## config.mk

```make
export PLATFORM = sky130hd
export DESIGN_NAME = bss_bit_string_setter
export DESIGN_NICKNAME = d
export VERILOG_FILES = /design/src/hdl/bss_bit_string_setter.v
export VERILOG_INCLUDE_DIRS = /design/src /design/src/hdl
export SDC_FILE = /design/constraint.sdc
export NUM_CORES = 1
export LEC_CHECK = 0
export ABC_AREA = 1
export BUFFER_PORTS_ARGS = -buffer_cell sky130_fd_sc_hd__buf_2
export CAP_MARGIN = 20
export CORE_MARGIN = 5
export CORE_UTILIZATION = 50
export CTS_BUF_LIST = sky130_fd_sc_hd__clkbuf_4
export DETAILED_ROUTE_END_ITERATION = 8
export PLACE_DENSITY_LB_ADDON = 0.1
export SYNTH_ARGS = -nofsm -noshare
export SYNTH_HDL_FRONTEND = slang
export SYNTH_SLANG_ARGS = --single-unit
```

## constraint.sdc

```tcl
create_clock -name ref_clk_in -period 36.8 [get_ports ref_clk_in]
set_clock_uncertainty 0.15 [all_clocks]
set_input_delay 0 -clock ref_clk_in [delete_from_list [all_inputs] [get_ports ref_clk_in]]
set_output_delay 0 -clock ref_clk_in [all_outputs]
set_load 0.05 [all_outputs]
```

## src/hdl/bss_consts.vh

```
// Purpose: shared constants of the bit string setter execution unit
// Assumes: 32-bit operand registers, byte-wide memory port
// Notes: definitions only
`ifndef BSS_CONSTS_VH
`define BSS_CONSTS_VH
`define BSS_MAX_RUN 32'd25
`define BSS_LUT_BYTES 1024
`define BSS_LUT_IDX_W 10
`define BSS_ST_IDLE 3'h0
`define BSS_ST_LUT_RD 3'h1
`define BSS_ST_MEM_RD 3'h2
`define BSS_ST_MEM_WR 3'h3
`define BSS_ST_DONE 3'h4
`define BSS_OP_NONE 2'h0
`define BSS_OP_CONTIG 2'h1
`define BSS_OP_PERP 2'h2
`endif

```

## src/hdl/bss_bit_string_setter.v

```verilog
// Purpose: executes the contiguous-set and perpendicular-set bit string operations
// Assumes: byte-wide memory with one-cycle-or-more handshake via mem_ack_in
// Notes: contiguous runs are formed from a 1k-byte table: entry 32*len+firstbit
//        gives the byte mask for bits firstbit.. of that byte, run length len
//
// Overview of operation
// RQ1 - contiguous set writes a run of ones starting at base plus offset
// RQ2 - contiguous set reads offset as signed and count as unsigned
// RQ3 - contiguous set fetches byte patterns from a 1k-byte table at aux
// RQ4 - count at most 25 clears the flag and sets the bits
// RQ5 - count above 25 sets the flag and does nothing else
// RQ6 - contiguous set leaves every operand register unchanged
// RQ7 - perpendicular set starts at byte address base combined with offset
// RQ8 - perpendicular set uses aux as a signed warp in bits
// RQ9 - set first bit, then add warp and set next, until count set
// RQ10 - perpendicular set ends with offset final, count zero, base and aux kept
// RQ11 - every bit set is a read-modify-write; neighbouring bits keep values
// RQ12 - bit address is byte address times eight plus signed offset, bit0 lsb
`timescale 1ns/1ps
`default_nettype none
`include "bss_consts.vh"
module bss_bit_string_setter (
  // clock and reset
  input wire ref_clk_in,
  input wire resetn_in,
  // operation start and operands
  input wire contig_start_in,
  input wire perp_start_in,
  input wire [31:0] base_address_in,
  input wire [31:0] bit_offset_in,
  input wire [31:0] bit_count_in,
  input wire [31:0] aux_operand_in,
  // memory port
  output reg mem_req_out,
  output reg mem_we_out,
  output reg [31:0] mem_addr_out,
  output reg [7:0] mem_wdata_out,
  input wire [7:0] mem_rdata_in,
  input wire mem_ack_in,
  // results
  output reg busy_out,
  output reg done_out,
  output reg status_flag_out,
  output reg [31:0] base_address_out,
  output reg [31:0] bit_offset_out,
  output reg [31:0] bit_count_out,
  output reg [31:0] aux_operand_out
);
  reg rst_meta_reg;
  reg rst_sync_reg;
  wire rst_n;
  reg [2:0] state_reg;
  reg [1:0] op_reg;
  reg [31:0] base_address_reg;
  reg [31:0] bit_offset_reg;
  reg [31:0] bit_count_reg;
  reg [31:0] aux_operand_reg;
  reg [31:0] cur_off_reg; // working signed bit offset
  reg [31:0] left_reg; // bits still to set
  reg [7:0] mask_reg;
  reg [3:0] chunk_reg; // bits covered by current contiguous byte
  wire [31:0] bit_addr;
  wire [2:0] first_bit;
  wire [3:0] room;
  wire [3:0] take;

  // byte address times eight plus signed offset
  function [31:0] bss_bit_addr;
    input [31:0] byte_addr;
    input [31:0] off;
    begin
      bss_bit_addr = {byte_addr[28:0], 3'h0} + off; // RQ12
    end
  endfunction

  // byte that holds a bit address; bit zero is the lsb of that byte
  function [31:0] bss_byte_of;
    input [31:0] bit_address;
    begin
      bss_byte_of = {3'h0, bit_address[31:3]}; // RQ12
    end
  endfunction

  // reset release through two flip-flops
  always @(posedge ref_clk_in or negedge resetn_in) begin
    if (!resetn_in) begin
      rst_meta_reg <= 1'b0;
      rst_sync_reg <= 1'b0;
    end else begin
      rst_meta_reg <= 1'b1;
      rst_sync_reg <= rst_meta_reg;
    end
  end
  assign rst_n = rst_sync_reg;

  // address of the bit being worked on
  assign bit_addr = bss_bit_addr(base_address_reg, cur_off_reg); // RQ1 RQ7
  assign first_bit = bit_addr[2:0];
  assign room = 4'h8 - {1'b0, first_bit};
  assign take = (left_reg < {28'h0, room}) ? left_reg[3:0] : room;

  // sequencer
  always @(posedge ref_clk_in or negedge rst_n) begin
    if (!rst_n) begin
      state_reg <= `BSS_ST_IDLE;
      op_reg <= `BSS_OP_NONE;
      base_address_reg <= 32'h0;
      bit_offset_reg <= 32'h0;
      bit_count_reg <= 32'h0;
      aux_operand_reg <= 32'h0;
      cur_off_reg <= 32'h0;
      left_reg <= 32'h0;
      mask_reg <= 8'h0;
      chunk_reg <= 4'h0;
      mem_req_out <= 1'b0;
      mem_we_out <= 1'b0;
      mem_addr_out <= 32'h0;
      mem_wdata_out <= 8'h0;
      busy_out <= 1'b0;
      done_out <= 1'b0;
      status_flag_out <= 1'b0;
      base_address_out <= 32'h0;
      bit_offset_out <= 32'h0;
      bit_count_out <= 32'h0;
      aux_operand_out <= 32'h0;
    end else begin
      done_out <= 1'b0;
      case (state_reg)
        // wait for a start, latch operands and judge the run length
        `BSS_ST_IDLE: begin
          if (contig_start_in || perp_start_in) begin
            base_address_reg <= base_address_in;
            bit_offset_reg <= bit_offset_in;
            bit_count_reg <= bit_count_in;
            aux_operand_reg <= aux_operand_in;
            cur_off_reg <= bit_offset_in; // RQ2
            left_reg <= bit_count_in;
            busy_out <= 1'b1;
            if (contig_start_in) begin
              op_reg <= `BSS_OP_CONTIG;
              if (bit_count_in > `BSS_MAX_RUN) begin
                status_flag_out <= 1'b1; // RQ5
                state_reg <= `BSS_ST_DONE;
              end else begin
                status_flag_out <= 1'b0; // RQ4
                state_reg <= `BSS_ST_MEM_RD;
              end
            end else begin
              op_reg <= `BSS_OP_PERP;
              state_reg <= `BSS_ST_MEM_RD;
            end
          end
        end
        // issue the next table or byte read, or finish when nothing is left
        `BSS_ST_MEM_RD: begin
          if (left_reg == 32'h0) begin
            state_reg <= `BSS_ST_DONE;
          end else if (op_reg == `BSS_OP_CONTIG) begin
            // pattern byte from table: index 32*len + first bit
            chunk_reg <= take;
            mem_req_out <= 1'b1;
            mem_we_out <= 1'b0;
            mem_addr_out <= aux_operand_reg + {23'h0, take[3:0], 2'h0, first_bit}; // RQ3
            state_reg <= `BSS_ST_LUT_RD;
          end else begin
            chunk_reg <= 4'h1;
            mask_reg <= 8'h1 << first_bit;
            mem_req_out <= 1'b1;
            mem_we_out <= 1'b0;
            mem_addr_out <= bss_byte_of(bit_addr); // RQ11
            state_reg <= `BSS_ST_MEM_WR;
          end
        end
        // take the pattern byte, then keep the request up for the target byte
        `BSS_ST_LUT_RD: begin
          if (mem_ack_in && mem_req_out && !mem_we_out) begin
            mask_reg <= mem_rdata_in;
            mem_addr_out <= bss_byte_of(bit_addr); // RQ11
            state_reg <= `BSS_ST_MEM_WR;
          end
        end
        // read answered: write back merged byte; write answered: advance
        `BSS_ST_MEM_WR: begin
          if (mem_ack_in && mem_req_out) begin
            if (!mem_we_out) begin
              mem_we_out <= 1'b1;
              mem_wdata_out <= mem_rdata_in | mask_reg; // RQ11
            end else begin
              mem_req_out <= 1'b0;
              mem_we_out <= 1'b0;
              left_reg <= left_reg - {28'h0, chunk_reg};
              if (op_reg == `BSS_OP_CONTIG) begin
                cur_off_reg <= cur_off_reg + {28'h0, chunk_reg}; // RQ1
              end else if (left_reg != 32'h1) begin
                cur_off_reg <= cur_off_reg + aux_operand_reg; // RQ8 RQ9
              end
              state_reg <= `BSS_ST_MEM_RD;
            end
          end
        end
        // publish results for one done pulse and return to idle
        `BSS_ST_DONE: begin
          busy_out <= 1'b0;
          done_out <= 1'b1;
          base_address_out <= base_address_reg;
          aux_operand_out <= aux_operand_reg;
          if (op_reg == `BSS_OP_PERP) begin
            bit_offset_out <= cur_off_reg; // RQ10
            bit_count_out <= 32'h0;
          end else begin
            bit_offset_out <= bit_offset_reg; // RQ6
            bit_count_out <= bit_count_reg;
          end
          state_reg <= `BSS_ST_IDLE;
        end
        default: begin
          state_reg <= `BSS_ST_IDLE;
        end
      endcase
    end
  end
endmodule
`default_nettype wire

```

# Yosys cells after proc, flatten, opt, wreduce, memory -nomap -nowiden

Index checks and enable logic that the tools add are counted.

Reductions and logical operators: 22
$lt $le $gt $ge: 2
Shifts and indexed selects: 1
Equal/unequal tests: 14
Add/subtract/negate cells: 6
Mux-type cells: 44
Bitwise gates (word level): 3

Operators with widths:

| kind                                                    | number |
|---|---|
| 2-to-1 mux 32 bit                                       | 13 |
| one-hot mux 32 bit (2 select lines)                     | 3 |
| adder 32 bit                                            | 2 |
| adder 32 x 4 -> 32 bit                                  | 1 |
| adder 32 x 9 -> 32 bit                                  | 1 |
| > comparator 32 x 5 -> 1 bit (second input constant)    | 1 |
| logical NOT 32 bit                                      | 1 |
| less-than comparator 32 x 4 -> 1 bit                    | 1 |
| inequality test 32 x 1 -> 1 bit (second input constant) | 1 |
| subtractor 32 x 4 -> 32 bit                             | 1 |
| 2-to-1 mux 8 bit                                        | 3 |
| 2-to-1 mux 3 bit                                        | 7 |
| one-hot mux 8 bit (2 select lines)                      | 1 |
| AND reduction 4 bit                                     | 4 |
| inequality test 2 bit (second input constant)           | 6 |
| one-hot mux 3 bit (4 select lines)                      | 1 |
| AND reduction 3 bit                                     | 4 |
| 2-to-1 mux 1 bit                                        | 9 |
| 2-to-1 mux 4 bit                                        | 2 |
| bitwise OR 8 bit                                        | 1 |
| nonzero test 2 bit                                      | 4 |
| left shift 1 x 3 -> 8 bit (first input constant)        | 1 |
| equality test 3 x 2 -> 1 bit (second input constant)    | 2 |
| one-hot mux 1 bit (2 select lines)                      | 3 |
| 14 further kinds                                        | 19 |

Output and inout port bits: 173
Register bits: 384
Input bits: 141
Word-level logic and storage cells: 115

# Depth between registers and ports, before layout

Gate-level depths: netlist of run 1.

Depth in word-level cells: 8
Gate-level depth with buffers: 24

# Least setup slack after synthesis of run 1

No wires, ideal clock.

Kind: register -> register
From: register cur_off_reg[1]
To: register mem_addr_out[14]
Arrival: 3.176 ns
Path slack: 33.356 ns
Cell stages (with the launch flop): 22
Path through: dfrtp_1 -> inv_1 -> ha_1 -> ha_1 -> inv_1 -> ha_1 -> a21o_1 -> a31oi_1 -> nand2_1 -> o21ai_0 -> inv_1 -> ha_1 -> nand2_1 -> o21ai_0 -> nand2_1 -> nand3_1 -> and2_1 -> inv_1 -> nand2_1 -> nand3_1 -> nand3_1 -> nand2_1

Cells in the longest elaborated chain, start to end: 8
Elaborated cells on any way between the ends: 9
Classes of those cells: 3 x add/sub; 1 x order compare; 5 x mux

Ends and longest elaborated chain:

| item                                    | line                        | text |
|---|---|---|
| from (decl)                             | bss_bit_string_setter.v:58  | `reg [31:0] cur_off_reg;` |
| from (signal assigned)                  | bss_bit_string_setter.v:136 | `cur_off_reg <= bit_offset_in;` |
| from (signal assigned)                  | bss_bit_string_setter.v:193 | `cur_off_reg <= cur_off_reg + {28'h0, chunk_reg};` |
| from (signal assigned)                  | bss_bit_string_setter.v:195 | `cur_off_reg <= cur_off_reg + aux_operand_reg;` |
| adder 32 bit (*)                        | bss_bit_string_setter.v:72  | `bss_bit_addr = {byte_addr[28:0], 3'h0} + off;` |
| subtractor 4 x 3 -> 4 bit               | bss_bit_string_setter.v:99  | `assign room = 4'h8 - {1'b0, first_bit};` |
| less-than comparator 32 x 4 -> 1 bit    | bss_bit_string_setter.v:100 | `assign take = (left_reg < {28'h0, room}) ? left_reg[3:0] : room;` |
| 2-to-1 mux 4 bit                        | bss_bit_string_setter.v:100 |  |
| adder 32 x 9 -> 32 bit                  | bss_bit_string_setter.v:163 | `mem_addr_out <= aux_operand_reg + {23'h0, take[3:0], 2'h0, first_bit};` |
| 2-to-1 mux 32 bit                       | bss_bit_string_setter.v:158 | `` end else if (op_reg == `BSS_OP_CONTIG) begin `` |
| 2-to-1 mux 32 bit                       | bss_bit_string_setter.v:156 | `if (left_reg == 32'h0) begin` |
| one-hot mux 32 bit (2 select lines) (*) | bss_bit_string_setter.v:128 | `case (state_reg)` |
| to (signal assigned)                    | bss_bit_string_setter.v:163 |  |
| to (signal assigned)                    | bss_bit_string_setter.v:170 | `mem_addr_out <= bss_byte_of(bit_addr);` |
| to (signal assigned)                    | bss_bit_string_setter.v:178 | `mem_addr_out <= bss_byte_of(bit_addr);` |
| to (decl)                               | bss_bit_string_setter.v:36  | `output reg [31:0] mem_addr_out,` |

Every way passes the cells marked *; elsewhere a longest branch is shown, timed or not. The select of a mux whose other input is x is not followed.
A chain may end at the register's enable or synchronous reset.

# Worst setup path after layout of run 1

Ends and elaborated chain as after synthesis.

==> flow_metrics.tcl, run 1 <==
set metrics [dict create \
    status "finished, final reports clean" \
    cts.sinks 384 \
    postSynth.topFlopCell "dfrtp_1" \
    area_of_the_placeable_core_sq_um 45090 \
    reg2reg_setup_slack_ps 32560 \
    die_w_microns 222.9 \
    grt_max_degree 111 \
    power_per_cell_area_nw_per_um2 105.6 \
    ctsRootBufferMaster "clkbuf_4" \
    grt_antenna_before_repair 13 \
    cts_max_level 3 \
    globalplace.congestion 1.023 \
    worstSetupEndpointType "flop" \
    synthesis.nets 3510 \
    die_height_microns 222.9 \
    cts_clk_pin_slew_worst_paths_ps 80 \
    worst-path-max-fanout 9 \
    power.leakage_nw 15.95 \
    critPathRequiredTime_ps 37420 \
    synth_async_reset_ratio_pct 100.0 \
    remaining_drc_errors 0 \
    io-pin-count 314 \
    hold_violations 0 \
    cts_resized 0 \
    place.port_buffers 313 \
    synth_area_per_cell_sq_um 6.898 \
    synth.ff_latch_count 384 \
    netlist_instances 3286 \
    worst_setup_path_start_kind "flop" \
    final_cell_mix "nand2_1 (1,242), inv_1 (417), dfrtp_1 (383), dlygate4sd3_1 (330), buf_2 (313)" \
    final_antenna_net_count 0 \
    layout-area-overhead-vs-synth_pct 29.69 \
    multiInputGateArea_sq_um 10970 \
    grt_pass1_vias 24651 \
    floorplan.initialDensity_pct 50.27 \
    die_area_sq_um 49690 \
    fmaxAchievable_ghz 0.2359 \
    grt_pass1_wl_mm 142.5 \
    holdCritPathClass "reg2async" \
    layout-drive-gt1-share_pct 13.23 \
    slew_headroom_pct 21.31 \
    ff_latch_area_sq_um 9613 \
    grt_overflow_total 0 \
    setup_repair_after_global_routing_missed_its_margin "no" \
    tritoncts_clock_tree "yes" \
    rows 78 \
    synth-edff-count 0 \
    maxCapViolCount 0 \
    dp_hpwl_mm 65.90 \
    drtIter0Drc 2525 \
    filler_cells_inserted 3996 \
    irDropWorstVdd_mv 0.07367 \
    wl_per_cell_microns 20.16 \
    nNetsFinal 4174 \
    setup_tns_ps 0 \
    yosysSeqAreaShare_pct 42.40 \
    finalNonFillerCells 4643 \
    worst-endpoint-arrival_ps 4860 \
    yosysWarnings 0 \
    tightestPinTransition_ps 1180 \
    synthDistinctLibCells 42 \
    final_common_cell "nand2_1" \
    fin_crit_ps 4238 \
    wirelength_mm 93.59 \
    first_pass_iteration_count_of_the_detailed_router 8 \
    grt.total_usage_pct 36.68 \
    worstSetupPathType "reg2reg" \
    vias 25177 \
    cts_buffer_count 104 \
    final.hold.worst_slack_ps 80.83 \
    max-clock-path-buffers 3 \
    clock_insertion_delay_worst_skew_ps 910 \
    report.final.slew_viol_count 0 \
    placed_cells_incl_taps 4112 \
    finalCritPeriodShare_pct 11.52 \
    vias_per_cell 5.423 \
    timing.final.setup_violations 0 \
    synth_area_sq_um 22670 \
]
[layout make-up]
class | instances | area share (%)
multi-input cells | 2366 | 37.31
clock buffers | 153 | 3.908
well taps | 600 | 2.554
inverters | 430 | 5.495
clock inverters | 33 | 0.6811
flip-flops and latches | 384 | 32.70
diodes | 13 | 0.1107
repair buffers | 664 | 17.24
[worst max-delay path, cell delays in order, from the launching register on]
cell and delay, ps:
dfrtp_1 580, inv_1 160, ha_1 250, ha_1 300
inv_1 50, ha_1 190, a21o_1 150, a31oi_1 140
nand2_1 180, nand2_1 110, o21ai_1 120, ha_1 420
nand2_1 130, nor2_1 250, nand3_1 120, nand3_1 260
and2_1 250, inv_1 60, nand2_1 50, nand3_1 60
nand3_1 90, nand2_1 70
[path summary, 6_finish.rpt]
kind / to / from / cells after the start
max in group asynchronous: bit_count_out[26] / rst_n / 2
min in group ref_clk_in: state_reg[2] / bit_count_in[5] / 8
max reg2reg: mem_addr_out[14] / cur_off_reg[1] / 21
min reg2reg: bit_offset_reg[10] / rst_n / 0
max: mem_addr_out[14] / cur_off_reg[1] / 21
min: bit_offset_reg[10] / rst_n / 0
[routing by layer]
layer | part of all wire [%] | wire [microns] | track usage [%] | up-vias
met3 | 9.1 | 8556 | 8.750 | 270
met5 | 0.093 | 87 | 0 | -
met4 | 4.5 | 4256 | 15.20 | 14
met2 | 46 | 42970 | 58.50 | 1260
li1 | - | - | - | 11736
met1 | 40 | 37720 | 48.36 | 11897
[what timing repair did]
item                      4_1_cts  5_1_grt
buffers inserted                0        0
hold endpoints to repair      234        0
hold buffers                  330        0
[where the power goes]
group	internal, mW	total [mW]	switching [mW]
Clock	0.205	0.401	0.196
Combinational	0.534	1.86	1.33
Sequential	0.617	0.838	0.221
Total	1.36	3.10	1.75
[cells by family (layout without fill, tap and decap cells)]
group                    after synthesis  count (layout)  share of synthesized area (%)
XOR/XNOR                              34              34                          1.314
multiplexers                           2               2                        0.08833
flip-flops                           384             384                          42.40
other                                  1              14                        0.01654
AND/OR/NAND/NOR                     1779            1779                          31.50
adder cells (fa/ha/maj)               83              83                          4.714
buffers and inverters                536            1280                          9.296
AO/OA/AOI/OAI                        467             467                          10.68
[per-stage QoR]
stage | setup WS (ps) | utilization (%) | instance area [sq um] | power [mW]
2_1_floorplan | 25160 | - | 22670 | 2.006
3_3_place_gp | 32790 | 54.68 | 24650 | 2.561
3_5_place_dp | 32680 | 54.68 | 24650 | 2.586
4_1_cts | 32650 | 65.00 | 29310 | 3.052
5_1_grt | 32100 | 65.17 | 29380 | 3.316
6_report | 32560 | 65.19 | 29390 | 3.103
[cell usage after synthesis (3+ instances only)]
cell type     n  area [sq um]
dfrtp_1     384          9609
xnor2_1      18         157.7
nand2_2       4         25.02
and2_1        3         18.77
o21ai_0     307          1536
buf_1         7         26.28
inv_1       418          1569
a21o_1        5         37.54
ha_1         79         988.5
nor2_2        4         25.02
nor2_1      253         949.7
nand4_1      26         162.7
fa_1          4         80.08
inv_2        11         41.29
nand3b_1      4         30.03
o21bai_1      7         52.55
a21oi_1     114         570.6
o21ai_1      18         90.09
xor2_1       16         140.1
nand2_1    1243          4666
clkbuf_1     51         191.4
o211ai_1      7         52.55
or2_2         4         25.02
nor4_1        5         31.28
buf_6         4         45.04
buf_2        40         200.2
nand3_1     201          1006
nor3_1       27         135.1
buf_4         4         30.03
a31oi_1       3         18.77
Note: power is estimated with default switching activity, not from simulation.
==> run 2, diff against run 1 <==
--- a/config.mk
+++ b/config.mk
@@ -6,7 +6,7 @@
 export SDC_FILE = /design/constraint.sdc
 export NUM_CORES = 1
 export LEC_CHECK = 0
-export ABC_AREA = 1
+export ABC_AREA = 0
 export BUFFER_PORTS_ARGS = -buffer_cell sky130_fd_sc_hd__buf_2
 export CAP_MARGIN = 20
 export CORE_MARGIN = 5
==> constraint.sdc (replaced) <==
create_clock -name ref_clk_in -period 3.5 [get_ports ref_clk_in]
set_clock_uncertainty 0.15 [all_clocks]
set_input_delay 0 -clock ref_clk_in [delete_from_list [all_inputs] [get_ports ref_clk_in]]
set_output_delay 0 -clock ref_clk_in [all_outputs]
set_load 0.05 [all_outputs]
==> run 2 against run 1 <==
- the run now ends with setup timing left
- utilization grew 11 points
- via count shrank 13%
- routed wire length shrank 17%
- global-route usage shrank 2.7 points
- sequential share of layout area shrank 0.79 points
- worst hold slack gained 3.3 ps
- synthesized cell count shrank 28%
- synthesized area shrank 11%
- worst setup slack lost 33000 ps
- die area shrank 11%
- cell count shrank 15%
- first-iteration DRC count shrank 29%
- critical endpoint is now mem_addr_out[26]
==> flow_metrics.tcl, run 2 <==
set metrics [dict create \
    yosysMostFrequentCell "nand2_1" \
    power.share.sequential_pct 24.9 \
    tritoncts_clock_tree "yes" \
    vias_per_cell 5.532 \
    vias 21823 \
    final_core_util_pct 75.84 \
    maxCapViolCount 0 \
    critPathRequiredTime_ps 4060 \
    final_critical_path_setup_slack_ps -548.6 \
    grt_antenna_before_repair 4 \
    drtIter0Drc 1788 \
    max-clock-path-buffers 3 \
    cts_clk_pin_slew_worst_paths_ps 80 \
    floorplan.initialDensity_pct 50.60 \
    fmaxAchievable_ghz 0.2470 \
    total_power_mw 32.13 \
    slew_headroom_pct 24.57 \
    cts_buffer_count 104 \
    ctsRootBufferMaster "clkbuf_4" \
    internal_power_mw 16.49 \
    worst_setup_path_start_kind "flop" \
    remaining_drc_errors 0 \
    status "finished with violations" \
    fin_crit_ps 4049 \
    synth_top_cell_by_area "dfrtp_1" \
    grt_pass1_wl_mm 120.8 \
    finalCritPeriodShare_pct 115.7 \
    post-route-cell-area_sq_um 30130 \
    power.switching_mw 15.64 \
    globalplace.congestion 0.9612 \
    highest_metal_layer_with_signal_wires "met4" \
    die_height_microns 210.5 \
    synth-edff-count 0 \
    synth_area_per_cell_sq_um 8.448 \
    synthesis.nets 2604 \
    postSynth.topFlopCell "dfrtp_1" \
    comb_power_share_pct 61.7 \
    rows 73 \
    grt_max_degree 164 \
    dominant_cells_by_area_after_synthesis "dfrtp_1 (48%), nand2_1 (15%), ha_1 (4.9%), o21ai_0 (4.2%), a21oi_1 (3.0%)" \
    yosysSeqAreaShare_pct 47.79 \
    place.port_buffers 313 \
    yosys.area.top_type_share_pct 47.79 \
    placed_area_sq_um 23630 \
    met2_length_mm 37.55 \
    netlist_instances 2380 \
    timing.final.setup_violations 25 \
    report.final.slew_viol_count 0 \
    irDropWorstVdd_mv 0.6615 \
    nNetsFinal 3563 \
    wl_per_cell_microns 19.64 \
    clock_insertion_delay_worst_skew_ps 830 \
    longest_individual_stage_delay_on_the_worst_path_ps 570 \
    die_w_microns 210.5 \
    first_pass_iteration_count_of_the_detailed_router 5 \
    route.met3.wl_mm 6.208 \
    dp_hpwl_mm 47.83 \
    drt-met1-wl_mm 30.29 \
    layout-area-overhead-vs-synth_pct 49.87 \
    synth_async_reset_ratio_pct 100.0 \
    holdCritPathClass "reg2async" \
    yosysWarnings 0 \
    final_antenna_net_count 0 \
    violations_in_the_final_reports "setup timing" \
    die_area_sq_um 44320 \
    cts.sinks 384 \
    sw_frac_of_total_pct 48.67 \
    final_common_cell "nand2_1" \
    power.leakage_nw 15.10 \
    layout-drive-gt1-share_pct 23.95 \
    worst-path-max-fanout 7 \
    power_frac_clock_pct 13.4 \
    setup_tns_ps -10740 \
    final_cell_mix "nand2_1 (810), dlygate4sd3_1 (432), dfrtp_1 (381), buf_2 (314), buf_4 (209)" \
    hold_violations 0 \
    worst-endpoint-arrival_ps 4600 \
    worstSetupEndpointType "flop" \
    tightestPinTransition_ps 1131 \
    wirelength_mm 77.48 \
    cell_at_the_slowest_stage_of_the_critical_path "or4_4" \
    io-pin-count 314 \
    synth.ff_latch_count 384 \
    cts_max_level 3 \
    grt.total_usage_pct 33.95 \
    setup_repair_after_global_routing_missed_its_margin "yes" \
    grt_overflow_total 0 \
    grt_pass1_vias 22430 \
    synthDistinctLibCells 69 \
    power_per_cell_area_nw_per_um2 1066 \
    netlist_top_cells_count "nand2_1 (816), dfrtp_1 (384), o21ai_0 (168)" \
    synth_area_sq_um 20110 \
    worstSetupPathType "reg2reg" \
    detailedPlace.worstSlack_ps -979.9 \
    area_of_the_placeable_core_sq_um 39730 \
    timing.critical_path.cells "or4_4, nor4b_4, nand4_1, buf_4, a211oi_4, buf_6, o21ai_4, ha_4, nand3_4, o21ba_4, o21a_1, o2111ai_4, a21oi_2, buf_4, nand3_2, xnor2_1, a21oi_1, a21oi_1" \
]
==> run 2: worst paths after layout <==
| check | from | end | slack, ps | cells past startpoint |
|---|---|---|---|---|
| setup / recovery | left_reg[14] | mem_addr_out[26] | -550 | 18 |
| hold / removal | rst_n | base_address_out[10] | 80 | 0 |
| setup reg to reg | left_reg[14] | mem_addr_out[26] | -550 | 18 |
| hold reg to reg | rst_n | base_address_out[10] | 80 | 0 |
| max in group asynchronous | rst_n | aux_operand_reg[23] | 2010 | 1 |
| min in group ref_clk_in | bit_count_in[21] | status_flag_out | 90 | 6 |
==> run 2: cell families (layout without fill, tap and decap cells) <==
family,after synthesis,count (layout),share of synthesized area [%]
AO/OA/AOI/OAI,465,465,13.92
XOR/XNOR,73,73,3.180
adder cells (fa/ha/maj),83,83,5.315
buffers and inverters,151,1187,2.850
flip-flops,384,384,47.79
multiplexers,50,50,2.502
other,1,5,0.01865
AND/OR/NAND/NOR,1173,1173,24.42
==> run 2: per-stage QoR <==
| step | std cells | hold WS, ps |
|---|---|---|
| after floorplan | 2380 | -445.6 |
| after global placement | 3304 | -364.8 |
| after detailed placement | 3304 | -363.1 |
| after CTS | 3925 | 35.46 |
| after global routing | 3945 | 57.28 |
| final | 3945 | 84.08 |
==> run 2: final cells by class <==
type / count / area, sq um
Antenna cell: 4 / 10.01
Multi-Input combinational cell: 1845 / 10590
Clock buffer: 155 / 1164
Clock inverter: 28 / 196.4
Sequential cell: 384 / 9615
Tap cell: 525 / 656.9
Fill cell: 2771 / 9599
Inverter: 30 / 113.9
Timing Repair Buffer: 974 / 7784
==> run 2: layer usage <==
layer | vias up | global-route usage, %
li1 | 10042 | -
met4 | 0 | 14.89
met2 | 1023 | 56.94
met5 | - | 0
met3 | 243 | 6.950
met1 | 10515 | 42.78
==> run 2: repair_timing <==
action                                  CTS  global route
buffers inserted                          5            15
resized for setup                        42            98
endpoints found under the setup margin   44            66
pin swaps                                32            54
cloned                                    0             1
hold buffers                            433             0
endpoints found under the hold margin   248             0
==> run 2: power by group through the flow <==
stage                     clock network [mW]  registers, mW  logic (mW)
after floorplan                            0           10.4        8.32
after global placement                     0           7.87        16.6
after detailed placement                   0           7.93        16.9
after CTS                               4.28           7.88        18.4
after global routing                    4.61           8.19        21.4
final                                   4.30           8.00        19.8
==> run 2: worst max-delay path, delay by kind of cell (launching register included) <==
family	cells	cell delay, ps
buf+inv	3	540
flops	1	390
xor+xnor	1	130
fa+ha+maj	1	280
compound gates	8	1270
simple gates	5	1200
